File: config.mk
export PLATFORM = sky130hd
export DESIGN_NAME = gpm_pinmux
export DESIGN_NICKNAME = d
export VERILOG_FILES = /design/src/verilog/gpm_pkg.sv /design/src/verilog/gpm_pinmux.sv /design/src/verilog/gpm_delay.sv /design/src/verilog/gpm_qual.sv
export VERILOG_INCLUDE_DIRS = /design/src /design/src/verilog
export SDC_FILE = /design/constraint.sdc
export NUM_CORES = 2
export LEC_CHECK = 0
export BUFFER_PORTS_ARGS = -buffer_cell sky130_fd_sc_hd__buf_4
export CORE_MARGIN = 2
export CORE_UTILIZATION = 40
export CTS_CLUSTER_DIAMETER = 120
export DETAILED_ROUTE_END_ITERATION = 10
export PLACE_DENSITY_LB_ADDON = 0.12
export SETUP_SLACK_MARGIN = 0.05
export SLEW_MARGIN = 10
export SYNTH_ARGS = -nofsm -noshare
export SYNTH_HDL_FRONTEND = slang
export SYNTH_SLANG_ARGS = --single-unit
File: constraint.sdc
create_clock -name clk -period 41.5 [get_ports clk]
set_clock_uncertainty 0.15 [all_clocks]
set_input_delay 4.15 -clock clk [delete_from_list [all_inputs] [get_ports clk]]
set_output_delay 4.15 -clock clk [all_outputs]
set_load 0.01 [all_outputs]
File: src/verilog/gpm_cfg.svh
`ifndef GPM_CFG_SVH
`define GPM_CFG_SVH
// How it works
// - Every pin offers independent software bit I/O.
// - Twenty-two digital pins across ports A and B.
// - Registers accept 32-bit and 16-bit accesses.
// - Config writes need protected write permission.
// - Interrupt and wake selects need permission too.
// - Function and qualifier changes act two cycles later.
// - Two-bit function field per pin, 00 is I/O.
// - Pins 0-7 route PWM, comparators, capture, sync, serial.
// - Pins 16-19, 28, 29 route SPI, serial, I2C, trips.
// - Pin 12 trip or transmit; others reserved.
// - Direction bit per pin selects drive or read.
// - Set pull-up disable bit removes pull-up.
// - Port B mirrors port A register set.
// - Value read gives pins; write loads latch.
// - Set register ones drive latch bits high.
// - Clear register ones drive latch bits low.
// - Toggle register ones invert latch bits.
// - Sixteen analog-capable pins with digital I/O registers.
// - Three selects pick pin for each interrupt line.
// - Wake select marks pins allowed to wake.
// - Two-bit qualifier field per pin, two registers.
// - Sync only, 3 or 6 samples, or raw.
// - Control bytes set sampling period per eight pins.
`define GPM_A_CTRL     16'h6F80
`define GPM_A_QLO      16'h6F82
`define GPM_A_QHI      16'h6F84
`define GPM_A_MLO      16'h6F86
`define GPM_A_MHI      16'h6F88
`define GPM_A_DIR      16'h6F8A
`define GPM_A_PUD      16'h6F8C
`define GPM_B_CTRL     16'h6F90
`define GPM_B_QSEL     16'h6F92
`define GPM_B_MUX      16'h6F96
`define GPM_B_DIR      16'h6F9A
`define GPM_B_PUD      16'h6F9C
`define GPM_N_MUX      16'h6FB6
`define GPM_N_DIR      16'h6FBA
`define GPM_A_VAL      16'h6FC0
`define GPM_A_SET      16'h6FC2
`define GPM_A_CLR      16'h6FC4
`define GPM_A_TOG      16'h6FC6
`define GPM_B_VAL      16'h6FC8
`define GPM_B_SET      16'h6FCA
`define GPM_B_CLR      16'h6FCC
`define GPM_B_TOG      16'h6FCE
`define GPM_N_VAL      16'h6FD8
`define GPM_N_SET      16'h6FDA
`define GPM_N_CLR      16'h6FDC
`define GPM_N_TOG      16'h6FDE
`define GPM_IRQ1       16'h6FE0
`define GPM_IRQ2       16'h6FE1
`define GPM_IRQ3       16'h6FE2
`define GPM_WAKE       16'h6FE8
`define GPM_A_IMPL     32'h300F10FF
`define GPM_A_MLO_IMPL 32'h0300FFFF
`define GPM_A_MHI_IMPL 32'h0F0000FF
`define GPM_B_IMPL     32'h0000007F
`define GPM_B_MUX_IMPL 32'h00003FFF
`define GPM_N_IMPL     32'h0000FFFF
`define GPM_RST_ZERO   32'h00000000
`define GPM_SEL_DELAY  2
`define GPM_IDLE_IN    1'b1
`endif

File: src/verilog/gpm_pkg.sv
package gpm_pkg;
	// Pin function codes
	typedef enum logic [1:0] {FN_GPIO, FN_SEL1, FN_SEL2, FN_SEL3} gpm_fn_t;
	// Input qualifier codes
	typedef enum logic [1:0] {QUAL_SYNC, QUAL_3, QUAL_6, QUAL_RAW} gpm_qual_t;
endpackage : gpm_pkg

File: src/verilog/gpm_pinmux.sv
`timescale 1ns/1ps
`include "gpm_cfg.svh"
module gpm_pinmux
(
	input  wire logic        clk,                    // System clock
	input  wire logic        rst,                    // Async reset
	input  wire logic [15:0] bus_addr,               // 16-bit word address
	input  wire logic        bus_wr,                 // Write strobe
	input  wire logic        bus_rd,                 // Read strobe
	input  wire logic        bus_wide,               // 32-bit access
	input  wire logic [31:0] bus_wdata,              // Write data
	output logic      [31:0] bus_rdata,              // Read data
	input  wire logic        protected_write_permit, // Protected writes on
	input  wire logic [31:0] pin_a_in,               // Port A pad levels
	output logic      [31:0] pin_a_out,              // Port A pad data
	output logic      [31:0] pin_a_oe_n,             // Port A drive, low on
	output logic      [31:0] pin_a_pull_en,          // Port A pull-ups
	input  wire logic [6:0]  pin_b_in,               // Port B pad levels
	output logic      [6:0]  pin_b_out,              // Port B pad data
	output logic      [6:0]  pin_b_oe_n,             // Port B drive, low on
	output logic      [6:0]  pin_b_pull_en,          // Port B pull-ups
	input  wire logic [15:0] aio_in,                 // Analog pin levels
	output logic      [15:0] aio_out,                // Analog pin data
	output logic      [15:0] aio_oe_n,               // Analog drive, low on
	output logic      [15:0] aio_analog,             // Analog function on
	input  wire logic [7:0]  pwm_ch_out,             // PWM 1A,1B..4A,4B
	input  wire logic        comparator_1_output,    // Comparator 1
	input  wire logic        comparator_2_output,    // Comparator 2
	input  wire logic        pwm_sync_out,           // PWM sync out
	input  wire logic        serial_transmit,        // Serial TX
	input  wire logic        clock_output_pin,       // Clock out
	input  wire logic        spi_data_out_in_o,      // SPI data out
	input  wire logic        spi_data_out_in_drive,  // SPI data out enable
	input  wire logic        spi_data_in_out_o,      // SPI data in line
	input  wire logic        spi_data_in_out_drive,  // Its enable
	input  wire logic        spi_clock_pin_o,        // SPI clock
	input  wire logic        spi_clock_pin_drive,    // Its enable
	input  wire logic        spi_select_pin_o,       // SPI select
	input  wire logic        spi_select_pin_drive,   // Its enable
	input  wire logic        i2c_data_pin_low,       // Pull I2C data low
	input  wire logic        i2c_clock_pin_low,      // Pull I2C clock low
	input  wire logic        capture_pin_o,          // Capture output
	input  wire logic        capture_pin_drive,      // Its enable
	output logic             pwm_sync_in,            // PWM sync in
	output logic             serial_receive,         // Serial RX
	output logic             trip_input_1,           // Trip 1
	output logic             trip_input_2,           // Trip 2
	output logic             trip_input_3,           // Trip 3
	output logic             spi_data_out_in_i,      // SPI data out line
	output logic             spi_data_in_out_i,      // SPI data in line
	output logic             spi_clock_pin_i,        // SPI clock
	output logic             spi_select_pin_i,       // SPI select
	output logic             i2c_data_pin_i,         // I2C data
	output logic             i2c_clock_pin_i,        // I2C clock
	output logic             capture_pin_i,          // Capture input
	output logic             ext_irq_line_1,         // Interrupt line 1
	output logic             ext_irq_line_2,         // Interrupt line 2
	output logic             ext_irq_line_3,         // Interrupt line 3
	output logic      [31:0] low_power_wake_sel      // Wake-capable pins
);
	logic [31:0] ctrl_a_reg;
	logic [31:0] qlo_a_reg;
	logic [31:0] qhi_a_reg;
	logic [31:0] mlo_a_reg;
	logic [31:0] mhi_a_reg;
	logic [31:0] dir_a_reg;
	logic [31:0] pud_a_reg;
	logic [31:0] ctrl_b_reg;
	logic [31:0] q_b_reg;
	logic [31:0] m_b_reg;
	logic [31:0] dir_b_reg;
	logic [31:0] pud_b_reg;
	logic [31:0] m_n_reg;
	logic [31:0] dir_n_reg;
	logic [31:0] lat_a_reg;
	logic [31:0] lat_b_reg;
	logic [31:0] lat_n_reg;
	logic [4:0]  irq_sel_reg [3];
	logic [31:0] wake_reg;
	logic [2:0]  irq_reg;
	logic [7:0]  cnt_reg [5];
	logic [4:0]  smp_en;
	logic [31:0] rd_word;
	logic [31:0] mlo_e;
	logic [31:0] mhi_e;
	logic [31:0] qlo_e;
	logic [31:0] qhi_e;
	logic [31:0] mb_e;
	logic [31:0] qb_e;
	logic [31:0] mn_e;
	wire  logic [31:0] qa;
	wire  logic [31:0] qb;
	wire  logic [31:0] qn;
	wire  logic [63:0] m_e = {mhi_e, mlo_e};
	wire  logic [63:0] q_e = {qhi_e, qlo_e};
	logic [31:0] a_o;
	logic [31:0] a_d;
	logic        wp;

	// Merge a write into an old word
	function automatic logic [31:0] upd(input logic [31:0] old);
		if (bus_wide)
			upd = bus_wdata;
		else if (bus_addr[0])
			upd = {bus_wdata[15:0], old[15:0]};
		else
			upd = {old[31:16], bus_wdata[15:0]};
	endfunction : upd

	// Either half of a 32-bit register hits
	function automatic logic hit(input logic [15:0] base);
		hit = ({bus_addr[15:1], 1'b0} == base);
	endfunction : hit

	// Latch update from value/set/clear/invert
	function automatic logic [31:0] lat_upd(input logic [31:0] old, input logic [15:0] v,
		input logic [15:0] s, input logic [15:0] c, input logic [15:0] t);
		logic [31:0] ones;
		ones = upd(`GPM_RST_ZERO);
		lat_upd = old;
		if (bus_wr && hit(v))
			lat_upd = upd(old);
		if (bus_wr && hit(s))
			lat_upd = old | ones;
		if (bus_wr && hit(c))
			lat_upd = old & ~ones;
		if (bus_wr && hit(t))
			lat_upd = old ^ ones;
	endfunction : lat_upd

	// Function code of a port A pin as now in force
	function automatic gpm_pkg::gpm_fn_t code_a(input int i);
		code_a = gpm_pkg::gpm_fn_t'(m_e[2*i +: 2]);
	endfunction : code_a

	// Qualified level when selected, else idle high
	function automatic logic in_a(input int i, input gpm_pkg::gpm_fn_t c);
		in_a = (code_a(i) == c) ? qa[i] : `GPM_IDLE_IN;
	endfunction : in_a

	// Sampling period of a group of eight pins
	function automatic logic [7:0] per(input int g);
		per = (g < 4) ? ctrl_a_reg[8*g +: 8] : ctrl_b_reg[7:0];
	endfunction : per

	assign wp = bus_wr & protected_write_permit;

	// Protected registers drop writes without permit
	always_ff @(posedge clk or posedge rst)
	begin
		if (rst)
		begin
			ctrl_a_reg <= `GPM_RST_ZERO;
			qlo_a_reg <= `GPM_RST_ZERO;
			qhi_a_reg <= `GPM_RST_ZERO;
			mlo_a_reg <= `GPM_RST_ZERO;
			mhi_a_reg <= `GPM_RST_ZERO;
			dir_a_reg <= `GPM_RST_ZERO;
			pud_a_reg <= `GPM_RST_ZERO;
			ctrl_b_reg <= `GPM_RST_ZERO;
			q_b_reg <= `GPM_RST_ZERO;
			m_b_reg <= `GPM_RST_ZERO;
			dir_b_reg <= `GPM_RST_ZERO;
			pud_b_reg <= `GPM_RST_ZERO;
			m_n_reg <= `GPM_RST_ZERO;
			dir_n_reg <= `GPM_RST_ZERO;
		end
		else if (wp)
		begin
			if (hit(`GPM_A_CTRL))
				ctrl_a_reg <= upd(ctrl_a_reg);
			if (hit(`GPM_A_QLO))
				qlo_a_reg <= upd(qlo_a_reg);
			if (hit(`GPM_A_QHI))
				qhi_a_reg <= upd(qhi_a_reg);
			if (hit(`GPM_A_MLO))
				mlo_a_reg <= upd(mlo_a_reg) & `GPM_A_MLO_IMPL;
			if (hit(`GPM_A_MHI))
				mhi_a_reg <= upd(mhi_a_reg) & `GPM_A_MHI_IMPL;
			if (hit(`GPM_A_DIR))
				dir_a_reg <= upd(dir_a_reg) & `GPM_A_IMPL;
			if (hit(`GPM_A_PUD))
				pud_a_reg <= upd(pud_a_reg) & `GPM_A_IMPL;
			if (hit(`GPM_B_CTRL))
				ctrl_b_reg <= upd(ctrl_b_reg);
			if (hit(`GPM_B_QSEL))
				q_b_reg <= upd(q_b_reg) & `GPM_B_MUX_IMPL;
			if (hit(`GPM_B_MUX))
				m_b_reg <= upd(m_b_reg) & `GPM_B_MUX_IMPL;
			if (hit(`GPM_B_DIR))
				dir_b_reg <= upd(dir_b_reg) & `GPM_B_IMPL;
			if (hit(`GPM_B_PUD))
				pud_b_reg <= upd(pud_b_reg) & `GPM_B_IMPL;
			if (hit(`GPM_N_MUX))
				m_n_reg <= upd(m_n_reg);
			if (hit(`GPM_N_DIR))
				dir_n_reg <= upd(dir_n_reg) & `GPM_N_IMPL;
		end
	end

	// Interrupt source and wake selects, also permit-gated
	always_ff @(posedge clk or posedge rst)
	begin
		if (rst)
		begin
			for (int k = 0; k < 3; k++)
				irq_sel_reg[k] <= 5'h00;
			wake_reg <= `GPM_RST_ZERO;
		end
		else if (wp)
		begin
			if (bus_addr == `GPM_IRQ1)
				irq_sel_reg[0] <= bus_wdata[4:0];
			if (bus_addr == `GPM_IRQ2)
				irq_sel_reg[1] <= bus_wdata[4:0];
			if (bus_addr == `GPM_IRQ3)
				irq_sel_reg[2] <= bus_wdata[4:0];
			if (hit(`GPM_WAKE))
				wake_reg <= upd(wake_reg) & `GPM_A_IMPL;
		end
	end

	// Output latches need no permit
	always_ff @(posedge clk or posedge rst)
	begin
		if (rst)
		begin
			lat_a_reg <= `GPM_RST_ZERO;
			lat_b_reg <= `GPM_RST_ZERO;
			lat_n_reg <= `GPM_RST_ZERO;
		end
		else
		begin
			lat_a_reg <= lat_upd(lat_a_reg, `GPM_A_VAL, `GPM_A_SET, `GPM_A_CLR, `GPM_A_TOG) & `GPM_A_IMPL;
			lat_b_reg <= lat_upd(lat_b_reg, `GPM_B_VAL, `GPM_B_SET, `GPM_B_CLR, `GPM_B_TOG) & `GPM_B_IMPL;
			lat_n_reg <= lat_upd(lat_n_reg, `GPM_N_VAL, `GPM_N_SET, `GPM_N_CLR, `GPM_N_TOG) & `GPM_N_IMPL;
		end
	end

	// New settings take hold two cycles late
	gpm_delay #(
		.W (224),
		.N (`GPM_SEL_DELAY)
	) u_sel_delay (
		.clk (clk),
		.rst (rst),
		.d   ({mlo_a_reg, mhi_a_reg, qlo_a_reg, qhi_a_reg, m_b_reg, q_b_reg, m_n_reg}),
		.q   ({mlo_e, mhi_e, qlo_e, qhi_e, mb_e, qb_e, mn_e})
	);

	// Tick every max(period,1) cycles per group
	always_comb
	begin
		for (int g = 0; g < 5; g++)
			smp_en[g] = ({1'b0, cnt_reg[g]} + 9'h001) >= {1'b0, per(g)};
	end

	always_ff @(posedge clk or posedge rst)
	begin
		if (rst)
		begin
			for (int g = 0; g < 5; g++)
				cnt_reg[g] <= 8'h00;
		end
		else
		begin
			for (int g = 0; g < 5; g++)
				cnt_reg[g] <= smp_en[g] ? 8'h00 : cnt_reg[g] + 8'h01;
		end
	end

	// Analog pins only get synchronised
	for (genvar i = 0; i < 32; i++)
	begin : g_qa
		gpm_qual u_q (
			.clk    (clk),
			.rst    (rst),
			.pin    (pin_a_in[i]),
			.mode   (gpm_pkg::gpm_qual_t'(q_e[2*i +: 2])),
			.smp_en (smp_en[i/8]),
			.q      (qa[i])
		);
	end
	for (genvar i = 0; i < 7; i++)
	begin : g_qb
		gpm_qual u_q (
			.clk    (clk),
			.rst    (rst),
			.pin    (pin_b_in[i]),
			.mode   (gpm_pkg::gpm_qual_t'(qb_e[2*i +: 2])),
			.smp_en (smp_en[4]),
			.q      (qb[i])
		);
	end
	for (genvar i = 0; i < 16; i++)
	begin : g_qn
		gpm_qual u_q (
			.clk    (clk),
			.rst    (rst),
			.pin    (aio_in[i]),
			.mode   (gpm_pkg::QUAL_SYNC),
			.smp_en (1'b0),
			.q      (qn[i])
		);
	end
	assign qb[31:7] = '0;
	assign qn[31:16] = '0;

	// Port A drive; reserved codes leave pads undriven
	always_comb
	begin
		for (int i = 0; i < 32; i++)
		begin
			a_o[i] = lat_a_reg[i];
			a_d[i] = dir_a_reg[i] && code_a(i) == gpm_pkg::FN_GPIO;
			if (code_a(i) != gpm_pkg::FN_GPIO)
				a_o[i] = 1'b0;
		end
		for (int i = 0; i < 8; i++)
			if (code_a(i) == gpm_pkg::FN_SEL1)
				{a_o[i], a_d[i]} = {pwm_ch_out[i], 1'b1};
		if (code_a(1) == gpm_pkg::FN_SEL3)
			{a_o[1], a_d[1]} = {comparator_1_output, 1'b1};
		if (code_a(3) == gpm_pkg::FN_SEL3)
			{a_o[3], a_d[3]} = {comparator_2_output, 1'b1};
		if (code_a(5) == gpm_pkg::FN_SEL3)
			{a_o[5], a_d[5]} = {capture_pin_o, capture_pin_drive};
		if (code_a(6) == gpm_pkg::FN_SEL3)
			{a_o[6], a_d[6]} = {pwm_sync_out, 1'b1};
		if (code_a(12) == gpm_pkg::FN_SEL2)
			{a_o[12], a_d[12]} = {serial_transmit, 1'b1};
		if (code_a(16) == gpm_pkg::FN_SEL1)
			{a_o[16], a_d[16]} = {spi_data_out_in_o, spi_data_out_in_drive};
		if (code_a(17) == gpm_pkg::FN_SEL1)
			{a_o[17], a_d[17]} = {spi_data_in_out_o, spi_data_in_out_drive};
		if (code_a(18) == gpm_pkg::FN_SEL1)
			{a_o[18], a_d[18]} = {spi_clock_pin_o, spi_clock_pin_drive};
		if (code_a(18) == gpm_pkg::FN_SEL2)
			{a_o[18], a_d[18]} = {serial_transmit, 1'b1};
		if (code_a(18) == gpm_pkg::FN_SEL3)
			{a_o[18], a_d[18]} = {clock_output_pin, 1'b1};
		if (code_a(19) == gpm_pkg::FN_SEL1)
			{a_o[19], a_d[19]} = {spi_select_pin_o, spi_select_pin_drive};
		if (code_a(19) == gpm_pkg::FN_SEL3)
			{a_o[19], a_d[19]} = {capture_pin_o, capture_pin_drive};
		if (code_a(28) == gpm_pkg::FN_SEL2)
			{a_o[28], a_d[28]} = {1'b0, i2c_data_pin_low};
		if (code_a(29) == gpm_pkg::FN_SEL1)
			{a_o[29], a_d[29]} = {serial_transmit, 1'b1};
		if (code_a(29) == gpm_pkg::FN_SEL2)
			{a_o[29], a_d[29]} = {1'b0, i2c_clock_pin_low};
	end

	assign pin_a_out = a_o;
	assign pin_a_oe_n = ~(a_d & `GPM_A_IMPL);
	assign pin_a_pull_en = ~pud_a_reg & `GPM_A_IMPL;

	// Port B: only the I/O code drives the pad; analog pins drive under codes 00 and 01
	always_comb
	begin
		for (int i = 0; i < 7; i++)
		begin
			pin_b_out[i] = lat_b_reg[i];
			pin_b_oe_n[i] = ~(dir_b_reg[i] && mb_e[2*i +: 2] == gpm_pkg::FN_GPIO);
		end
		for (int i = 0; i < 16; i++)
		begin
			aio_analog[i] = mn_e[2*i+1];
			aio_out[i] = lat_n_reg[i];
			aio_oe_n[i] = ~(dir_n_reg[i] & ~mn_e[2*i+1]);
		end
	end
	assign pin_b_pull_en = ~pud_b_reg[6:0];

	// Peripheral inputs idle high when unrouted
	assign pwm_sync_in = in_a(6, gpm_pkg::FN_SEL2);
	assign serial_receive = in_a(7, gpm_pkg::FN_SEL2) & in_a(19, gpm_pkg::FN_SEL2) & in_a(28, gpm_pkg::FN_SEL1);
	assign trip_input_1 = in_a(12, gpm_pkg::FN_SEL1);
	assign trip_input_2 = in_a(16, gpm_pkg::FN_SEL3) & in_a(28, gpm_pkg::FN_SEL3);
	assign trip_input_3 = in_a(17, gpm_pkg::FN_SEL3) & in_a(29, gpm_pkg::FN_SEL3);
	assign spi_data_out_in_i = in_a(16, gpm_pkg::FN_SEL1);
	assign spi_data_in_out_i = in_a(17, gpm_pkg::FN_SEL1);
	assign spi_clock_pin_i = in_a(18, gpm_pkg::FN_SEL1);
	assign spi_select_pin_i = in_a(19, gpm_pkg::FN_SEL1);
	assign i2c_data_pin_i = in_a(28, gpm_pkg::FN_SEL2);
	assign i2c_clock_pin_i = in_a(29, gpm_pkg::FN_SEL2);
	assign capture_pin_i = in_a(5, gpm_pkg::FN_SEL3) & in_a(19, gpm_pkg::FN_SEL3);

	// Interrupt lines follow the selected pin a cycle late
	always_ff @(posedge clk or posedge rst)
	begin
		if (rst)
			irq_reg <= 3'h0;
		else
		begin
			for (int k = 0; k < 3; k++)
				irq_reg[k] <= qa[irq_sel_reg[k]];
		end
	end
	assign ext_irq_line_1 = irq_reg[0];
	assign ext_irq_line_2 = irq_reg[1];
	assign ext_irq_line_3 = irq_reg[2];
	assign low_power_wake_sel = wake_reg;

	// Set/clear/invert and unmapped addresses read zero
	always_comb
	begin
		unique case ({bus_addr[15:1], 1'b0})
			`GPM_A_CTRL: rd_word = ctrl_a_reg;
			`GPM_A_QLO:  rd_word = qlo_a_reg;
			`GPM_A_QHI:  rd_word = qhi_a_reg;
			`GPM_A_MLO:  rd_word = mlo_a_reg;
			`GPM_A_MHI:  rd_word = mhi_a_reg;
			`GPM_A_DIR:  rd_word = dir_a_reg;
			`GPM_A_PUD:  rd_word = pud_a_reg;
			`GPM_B_CTRL: rd_word = ctrl_b_reg;
			`GPM_B_QSEL: rd_word = q_b_reg;
			`GPM_B_MUX:  rd_word = m_b_reg;
			`GPM_B_DIR:  rd_word = dir_b_reg;
			`GPM_B_PUD:  rd_word = pud_b_reg;
			`GPM_N_MUX:  rd_word = m_n_reg;
			`GPM_N_DIR:  rd_word = dir_n_reg;
			`GPM_A_VAL:  rd_word = qa & `GPM_A_IMPL;
			`GPM_B_VAL:  rd_word = qb;
			`GPM_N_VAL:  rd_word = qn;
			`GPM_WAKE:   rd_word = wake_reg;
			default:     rd_word = `GPM_RST_ZERO;
		endcase
		// 16-bit selects sit in both halves so odd addresses read right
		if (bus_addr == `GPM_IRQ1)
			rd_word = {2{11'h000, irq_sel_reg[0]}};
		if (bus_addr == `GPM_IRQ2)
			rd_word = {2{11'h000, irq_sel_reg[1]}};
		if (bus_addr == `GPM_IRQ3)
			rd_word = {2{11'h000, irq_sel_reg[2]}};
	end

	always_ff @(posedge clk or posedge rst)
	begin
		if (rst)
			bus_rdata <= `GPM_RST_ZERO;
		else if (bus_rd)
			bus_rdata <= bus_wide ? rd_word : {16'h0000, bus_addr[0] ? rd_word[31:16] : rd_word[15:0]};
	end
endmodule : gpm_pinmux

File: src/verilog/gpm_delay.sv
`timescale 1ns/1ps
`include "gpm_cfg.svh"
module gpm_delay
#(
	parameter int W = 8,             // Width
	parameter int N = `GPM_SEL_DELAY // Stages
)
(
	input  wire logic         clk, // System clock
	input  wire logic         rst, // Async reset
	input  wire logic [W-1:0] d,   // New setting
	output logic      [W-1:0] q    // Setting in force
);
	logic [W-1:0] stage_reg [N];

	// Settings ripple through N stages before use
	always_ff @(posedge clk or posedge rst)
	begin
		if (rst)
		begin
			for (int i = 0; i < N; i++)
				stage_reg[i] <= '0;
		end
		else
		begin
			stage_reg[0] <= d;
			for (int i = 1; i < N; i++)
				stage_reg[i] <= stage_reg[i-1];
		end
	end
	assign q = stage_reg[N-1];
endmodule : gpm_delay

File: src/verilog/gpm_qual.sv
`timescale 1ns/1ps
module gpm_qual
(
	input  wire logic               clk,    // System clock
	input  wire logic               rst,    // Async reset
	input  wire logic               pin,    // Raw pin level
	input  wire gpm_pkg::gpm_qual_t mode,   // Qualifier code
	input  wire logic               smp_en, // Sampling tick
	output logic                    q       // Qualified level
);
	logic       s1_reg;
	logic       s2_reg;
	logic       s3_reg;
	logic       lvl_reg;
	logic [5:0] hist_reg;
	logic       filt_reg;

	// Three flops; a change counts once s2 and s3 agree
	always_ff @(posedge clk or posedge rst)
	begin
		if (rst)
		begin
			s1_reg <= 1'b0;
			s2_reg <= 1'b0;
			s3_reg <= 1'b0;
			lvl_reg <= 1'b0;
		end
		else
		begin
			s1_reg <= pin;
			s2_reg <= s1_reg;
			s3_reg <= s2_reg;
			if (s2_reg == s3_reg)
				lvl_reg <= s3_reg;
		end
	end

	// Output moves only when all samples agree
	always_ff @(posedge clk or posedge rst)
	begin
		if (rst)
		begin
			hist_reg <= 6'h00;
			filt_reg <= 1'b0;
		end
		else if (smp_en)
		begin
			hist_reg <= {hist_reg[4:0], lvl_reg};
			if (mode == gpm_pkg::QUAL_3 && hist_reg[2:0] == 3'h7)
				filt_reg <= 1'b1;
			else if (mode == gpm_pkg::QUAL_3 && hist_reg[2:0] == 3'h0)
				filt_reg <= 1'b0;
			else if (mode == gpm_pkg::QUAL_6 && hist_reg == 6'h3F)
				filt_reg <= 1'b1;
			else if (mode == gpm_pkg::QUAL_6 && hist_reg == 6'h00)
				filt_reg <= 1'b0;
		end
	end

	// Raw mode skips synchronising; the peripheral must do it
	always_comb
	begin
		unique case (mode)
			gpm_pkg::QUAL_SYNC: q = lvl_reg;
			gpm_pkg::QUAL_3:    q = filt_reg;
			gpm_pkg::QUAL_6:    q = filt_reg;
			gpm_pkg::QUAL_RAW:  q = pin;
		endcase
	end
endmodule : gpm_qual

### After elaboration in Yosys (flattened, before gate mapping)

Index checks and enable logic that the tools add are counted.

| operators by class | value |
|---|---|
| add/subtract/negate cells | 10 |
| order comparisons | 8 |
| equality and inequality tests | 316 |
| multiplexer cells | 318 |
| bitwise gates (word level) | 74 |
| reductions and logical operators | 498 |

Operator list:

| operator | number |
|---|---|
| 32-bit case mux with 18 select lines | 1 |
| 15-bit by 14-bit == test with 1-bit output (second input constant) | 27 |
| 30-bit two-way mux | 8 |
| 1-bit two-way mux | 237 |
| 6-bit == test (second input constant) | 39 |
| 6-bit logical NOT | 39 |
| 32-bit two-way mux | 6 |
| 2-bit == test (second input constant) | 95 |
| 1-bit logical AND | 190 |
| 4-bit nonzero test | 42 |
| 2-bit logical NOT | 61 |
| 3-bit == test (second input constant) | 39 |
| 3-bit logical NOT | 39 |
| 1-bit case mux with 3 select lines | 39 |
| 16-bit two-way mux | 7 |
| 2-bit by 1-bit == test with 1-bit output (second input constant) | 54 |
| 2-bit AND reduction | 46 |
| 2-bit OR reduction | 39 |
| 3-bit AND reduction | 25 |
| 30-bit inverter | 2 |
| 28-bit two-way mux | 2 |
| 1-bit == test | 55 |
| 26-bit two-way mux | 2 |
| 16-bit by 15-bit == test with 1-bit output (second input constant) | 3 |
| other kinds (25) | 127 |

| word-level totals | value |
|---|---|
| flip-flop bits (word level) | 1222 |
| input port bits | 134 |
| logic and storage cells | 1563 |

### Logic depth before layout (Yosys ltp)

| depth | value |
|---|---|
| depth after elaboration | 9 |
| gate-level depth with buffers | 12 |
| depth with buffers taken out | 11 |

### By module

A second synthesis with hierarchy kept.

| second synthesis, totals | value |
|---|---|
| cell total of the unflattened synthesis | 4881 |
| area total of the unflattened synthesis | 64300.4 um^2 |

By module, submodules not included:

| module | instances | cells an instance | area each (um^2) | seq. area each (um^2) |
|---|---|---|---|---|
| gpm_qual | 55 | 35 | 503.0 | 275.3 |
| gpm_pinmux | 1 | 2283 | 23740.3 | 10535.1 |
| gpm_delay | 1 | 673 | 12896.1 | 11210.8 |

### Worst setup path after synthesis

No wires, ideal clock.

| timing path | value |
|---|---|
| path kind | input-to-output |
| from | input port pin_a_in[28] |
| to | output port serial_receive |
| arrival time | 5.096 ns |
| data required time | 37.200 ns |
| path slack | 32.104 ns |
| stages | 4 |
| buffers on the path | 0 |
| cell sequence | a22oi_1 -> o21ai_0 -> nor3b_1 -> a311oi_1 |

| between the ends | value |
|---|---|
| longest elaborated chain between the ends | 3 |

Ends and longest elaborated chain:

| what | line | RTL |
|---|---|---|
| from (decl) | gpm_pinmux.sv:14 | `input wire logic [31:0] pin_a_in,` |
| 1-bit case mux with 3 select lines | gpm_qual.sv:63 | `unique case (mode)` |
| 1-bit two-way mux (no source line) | -- |  |
| 1-bit bitwise AND | gpm_pinmux.sv:377 | `assign serial_receive = in_a(7, gpm_pkg::FN_SEL2) & in_a(19, gpm_pkg::FN_SEL2) & in_a(28, gpm_pkg::FN_SEL1);` |
| to (decl) | gpm_pinmux.sv:45 | `output logic serial_receive,` |

No other way between the ends.

### Worst setup path after layout

Same ends and word-level chain as after synthesis.

==> summary.md <==
TritonCTS built the clock tree. The number of buffers added to fix hold violations after cts was 0. The library cells used most frequently in the layout, excluding fill and tap cells, are dfrtp_1, mux2_2, buf_4. The logs give 3 for the maximum buffer depth of the clock tree and 46.0% for the part of the power in the clock network. After detailed routing, the number of vias per cell comes to 5.509. Cells with a size suffix above 1 make up 24.87% of the layout. The layout has 11570 filler cells. The tightest hold path in the finished design has a slack of 0.1823 ns.

The number of flip-flops under the largest register name came out at 192. The logs give 24.22% for the total global routing track utilization and 4 for the level count of the clock H-tree. Setup repair after global routing left no endpoint under its margin. Net switching is 23.74% of the power. The tools report the standard cell core area as 127800 um2. The logs give 20.72% for the worst slew margin relative to its limit and 0 for the number of nets with antenna violations after routing. Dividing the final minimum period by the clock period gives 24.77%. The clock period minus final worst setup slack was 10.28 ns.

The run gives 11 as the number of antenna violations at the first check in global routing. The sequential-to-total area share from yosys stat is 57.67%, and the peak supply drop is 0.04580 mV. The endpoint of the lowest-slack register-to-register path was g_qa[4].u_q.hist_reg[4]. The logs give 6 for the count of TritonRoute iterations in the first routing pass and 31.21 ns for the worst slack at placement. Critical path's most frequent cell: buf_4. The tool flagged a number of max-cap violations equal to 0. The end-of-flow core utilization was 46.92%; the number of instances in the synthesized netlist was 4075.

The final-stage net count came out at 4799. Summing every instance area after synthesis gives 51630 um2. Maximum number of pins on one net before global-route repair: 166. Predominant post-synthesis flop cell: dfrtp_1. After detailed routing, the number of remaining DRC violations is 0. The kind of end point of the critical path was a primary output. Data arrives at the worst endpoint at 5.98 ns. The worst register-to-register path has a setup slack of 37.16 ns. The run gives 158600 um as the total detailed-routing wirelength. The tools report the critical path endpoint as serial_receive. For this design the total switching power over the nets is 0.6261 mW.

For the data required time of the worst path, the log shows 37.20 ns. For the wire length of the first global-routing pass, the log shows 232700 um. The number of cells on the worst reg-to-reg path is 11.

Half-perimeter wire length after detailed placement: 115000 um. Traced cell by cell, the critical path runs through buf_4 > a22oi_1 > o21ai_0 > buf_4 > nor3b_1 > a311oi_1 > buf_4. The final critical-path setup slack was 31.22 ns.

Cell internal power was estimated by the tool at 2.011 mW. The number of hold violations in the final report is 0. The die is 363.3 um wide. On the worst path, the slowest cell contributes a delay of 0.81 ns. The final count of pins violating max slew came out at 0.

For the pin with the worst max-slew slack, the measured transition is 1.179 ns. Together, buffers and inverters on the worst path number 3. The row count is 131.

The library cell used most frequently in the layout, excluding fill and tap cells, is dfrtp_1. The logs give 0 for the final global-route overflow total and 1190 for the number of sinks on the clock net. The count of buffers added on input and output ports is 309. Routability-driven placement finished with a final weighted congestion of 0.8919.

The number of global-route vias before repair is 33380. The worst flop-to-flop path startpoint is cnt_reg[32]. The initial utilization of the core area, before any placement, comes to 40.39%.

The die outline area came out at 132000 um2. Derived from the worst setup path, the maximum achievable clock frequency is 0.09729 GHz. After synthesis the netlist holds a flip-flop and latch count of 1190. The cell sitting at the root of the clock tree is a clkbuf_16. The slowest stage cell on the critical path was nor3b_1.

For the worst-skew pair, the clock arrives at the later sink with an insertion delay of 0.77 ns. The synthesis warning total is 0. Summed over all cells, the static leakage comes to 27.60 nW. Grouping stages by cell kind, the critical path spends the most delay in simple AND/OR/NAND/NOR gates.

The flow ran to the end, and the final reports show no timing, DRC or antenna violations. The tightest min-delay check is of the reg -> reg type. The run gives 0 ns as the setup TNS. The critical path crosses 7 cells after its start point. The die span in y was 363.3 um.

The portion of total power attributed to sequential cells was 48.0%. Number of enable flip-flop cells after synthesis: 0. The overall power after layout is 2.637 mW, and the number of distinct library cell variants in the gate-level netlist after synthesis is 90.

The average wire per standard cell was 25.76 um; the vias after detailed routing was 33910. The worst setup path is launched from an input pin. For the number of ports placed on the die boundary, the log shows 378. The portion of total power attributed to combinational logic is 6.0%, and the post-cts gate resize count is 0. The most critical setup path has its startpoint at pin_a_in[28]. Clock-pin slew was measured on the worst setup and hold paths at 0.06 ns.

Area growth from synthesis to layout: 16.18%. The critical path is of the in -> out type. A synthesized cell averages 12.67 um2. Once the clock tree was built, the setup fixing pass inserted 0 buffers.

Counting the buffers created by CTS gives 134. After synthesis, the share of flip-flops with an asynchronous set or reset is 100.0%. The worst hold path was traced through 0 stages.

Setup violations remaining at the end of the flow were counted as 0. The initial DRC count came out at 3181. Along the worst path, the maximum fanout reaches 7.

Dividing total power by cell area gives a power density of 43.96 nW/um2.
kinds of logic after synthesis:
logic type | after synthesis | share of synthesized area (%)
AOI/OAI and AO/OA | 791 | 10.36
xor gates and xnor gates | 30 | 0.5089
adders and majority gates | 332 | 7.779
buffers and inverters | 464 | 4.304
DFF | 1190 | 57.67
muxes | 493 | 11.24
other | 2 | 0.01454
and+or+nand+nor | 773 | 8.123
metal layers:
metal | vias up | share of wire, % | global-route usage, %
li1 | 15140 | - | -
met1 | 17280 | 45 | 34.59
met2 | 1221 | 43 | 35.57
met3 | 270 | 7.7 | 5.839
met4 | 6 | 3.8 | 9.308
met5 | - | 0.023 | 0
through the flow:
stage                     cell area (um2)  instances
after CTS                           59980       6150
after floorplan                     51880       4141
after detailed placement            55470       5914
after global routing                59980       6150
final                               59990       6155
after global placement              55470       5914
Yosys cell counts (39+ instances only):
master,number,area (um2)
mux2_2,441,4966
o21ai_0,323,1617
nor3_1,74,370.4
dfrtp_1,1190,29780
nand2_1,268,1006
inv_1,203,762.0
maj3_1,55,550.5
buf_4,93,698.2
nor2_1,119,446.7
a21oi_1,71,355.3
clkbuf_1,97,364.1
nor4b_1,39,341.6
nand4_1,45,281.5
buf_2,55,275.3
a41o_1,39,390.4
a221oi_1,45,394.1
a22oi_1,95,713.2
ha_1,277,3466
power by group through the flow:
stage                     clock network [mW]  logic (mW)  registers (mW)
after floorplan                            0       0.110            1.27
after global placement                     0       0.158            1.28
after detailed placement                   0       0.161            1.29
after CTS                               1.24       0.161            1.27
after global routing                    1.29       0.176            1.27
final                                   1.21       0.159            1.27
how the worst min path moves through the flow:
stage / start / to
6_report: u_sel_delay.stage_reg[338] / u_sel_delay.q[114]
4_1_cts: u_sel_delay.stage_reg[338] / u_sel_delay.q[114]
3_3_place_gp: u_sel_delay.stage_reg[428] / u_sel_delay.q[204]
2_1_floorplan: g_qa[0].u_q.s1_reg / g_qa[0].u_q.s2_reg
3_5_place_dp: g_qa[0].u_q.s1_reg / g_qa[0].u_q.s2_reg
5_1_grt: u_sel_delay.stage_reg[295] / u_sel_delay.q[71]
worst register-to-register path, delay by kind of cell (launching register included):
family	cells	cell delay (ns)
muxes	1	0.42
AOI/OAI and AO/OA	3	1.46
xor gates and xnor gates	1	0.15
and+or+nand+nor	3	0.59
DFF	1	0.43
buffers and inverters	1	0.60
adders and majority gates	2	0.43
area by class of cell:
cell class,count,area (um2),share of cell area [%]
diodes,5,12.51,0.02086
clock buffers,188,3914,6.524
clock inverters,48,594.3,0.9907
inverters,204,773.2,1.289
multi-input cells,2487,20030,33.38
flip-flops and latches,1190,29780,49.64
well taps,1662,2079,3.466
repair buffers,371,2810,4.685
(Power assumes the default switching activity.)
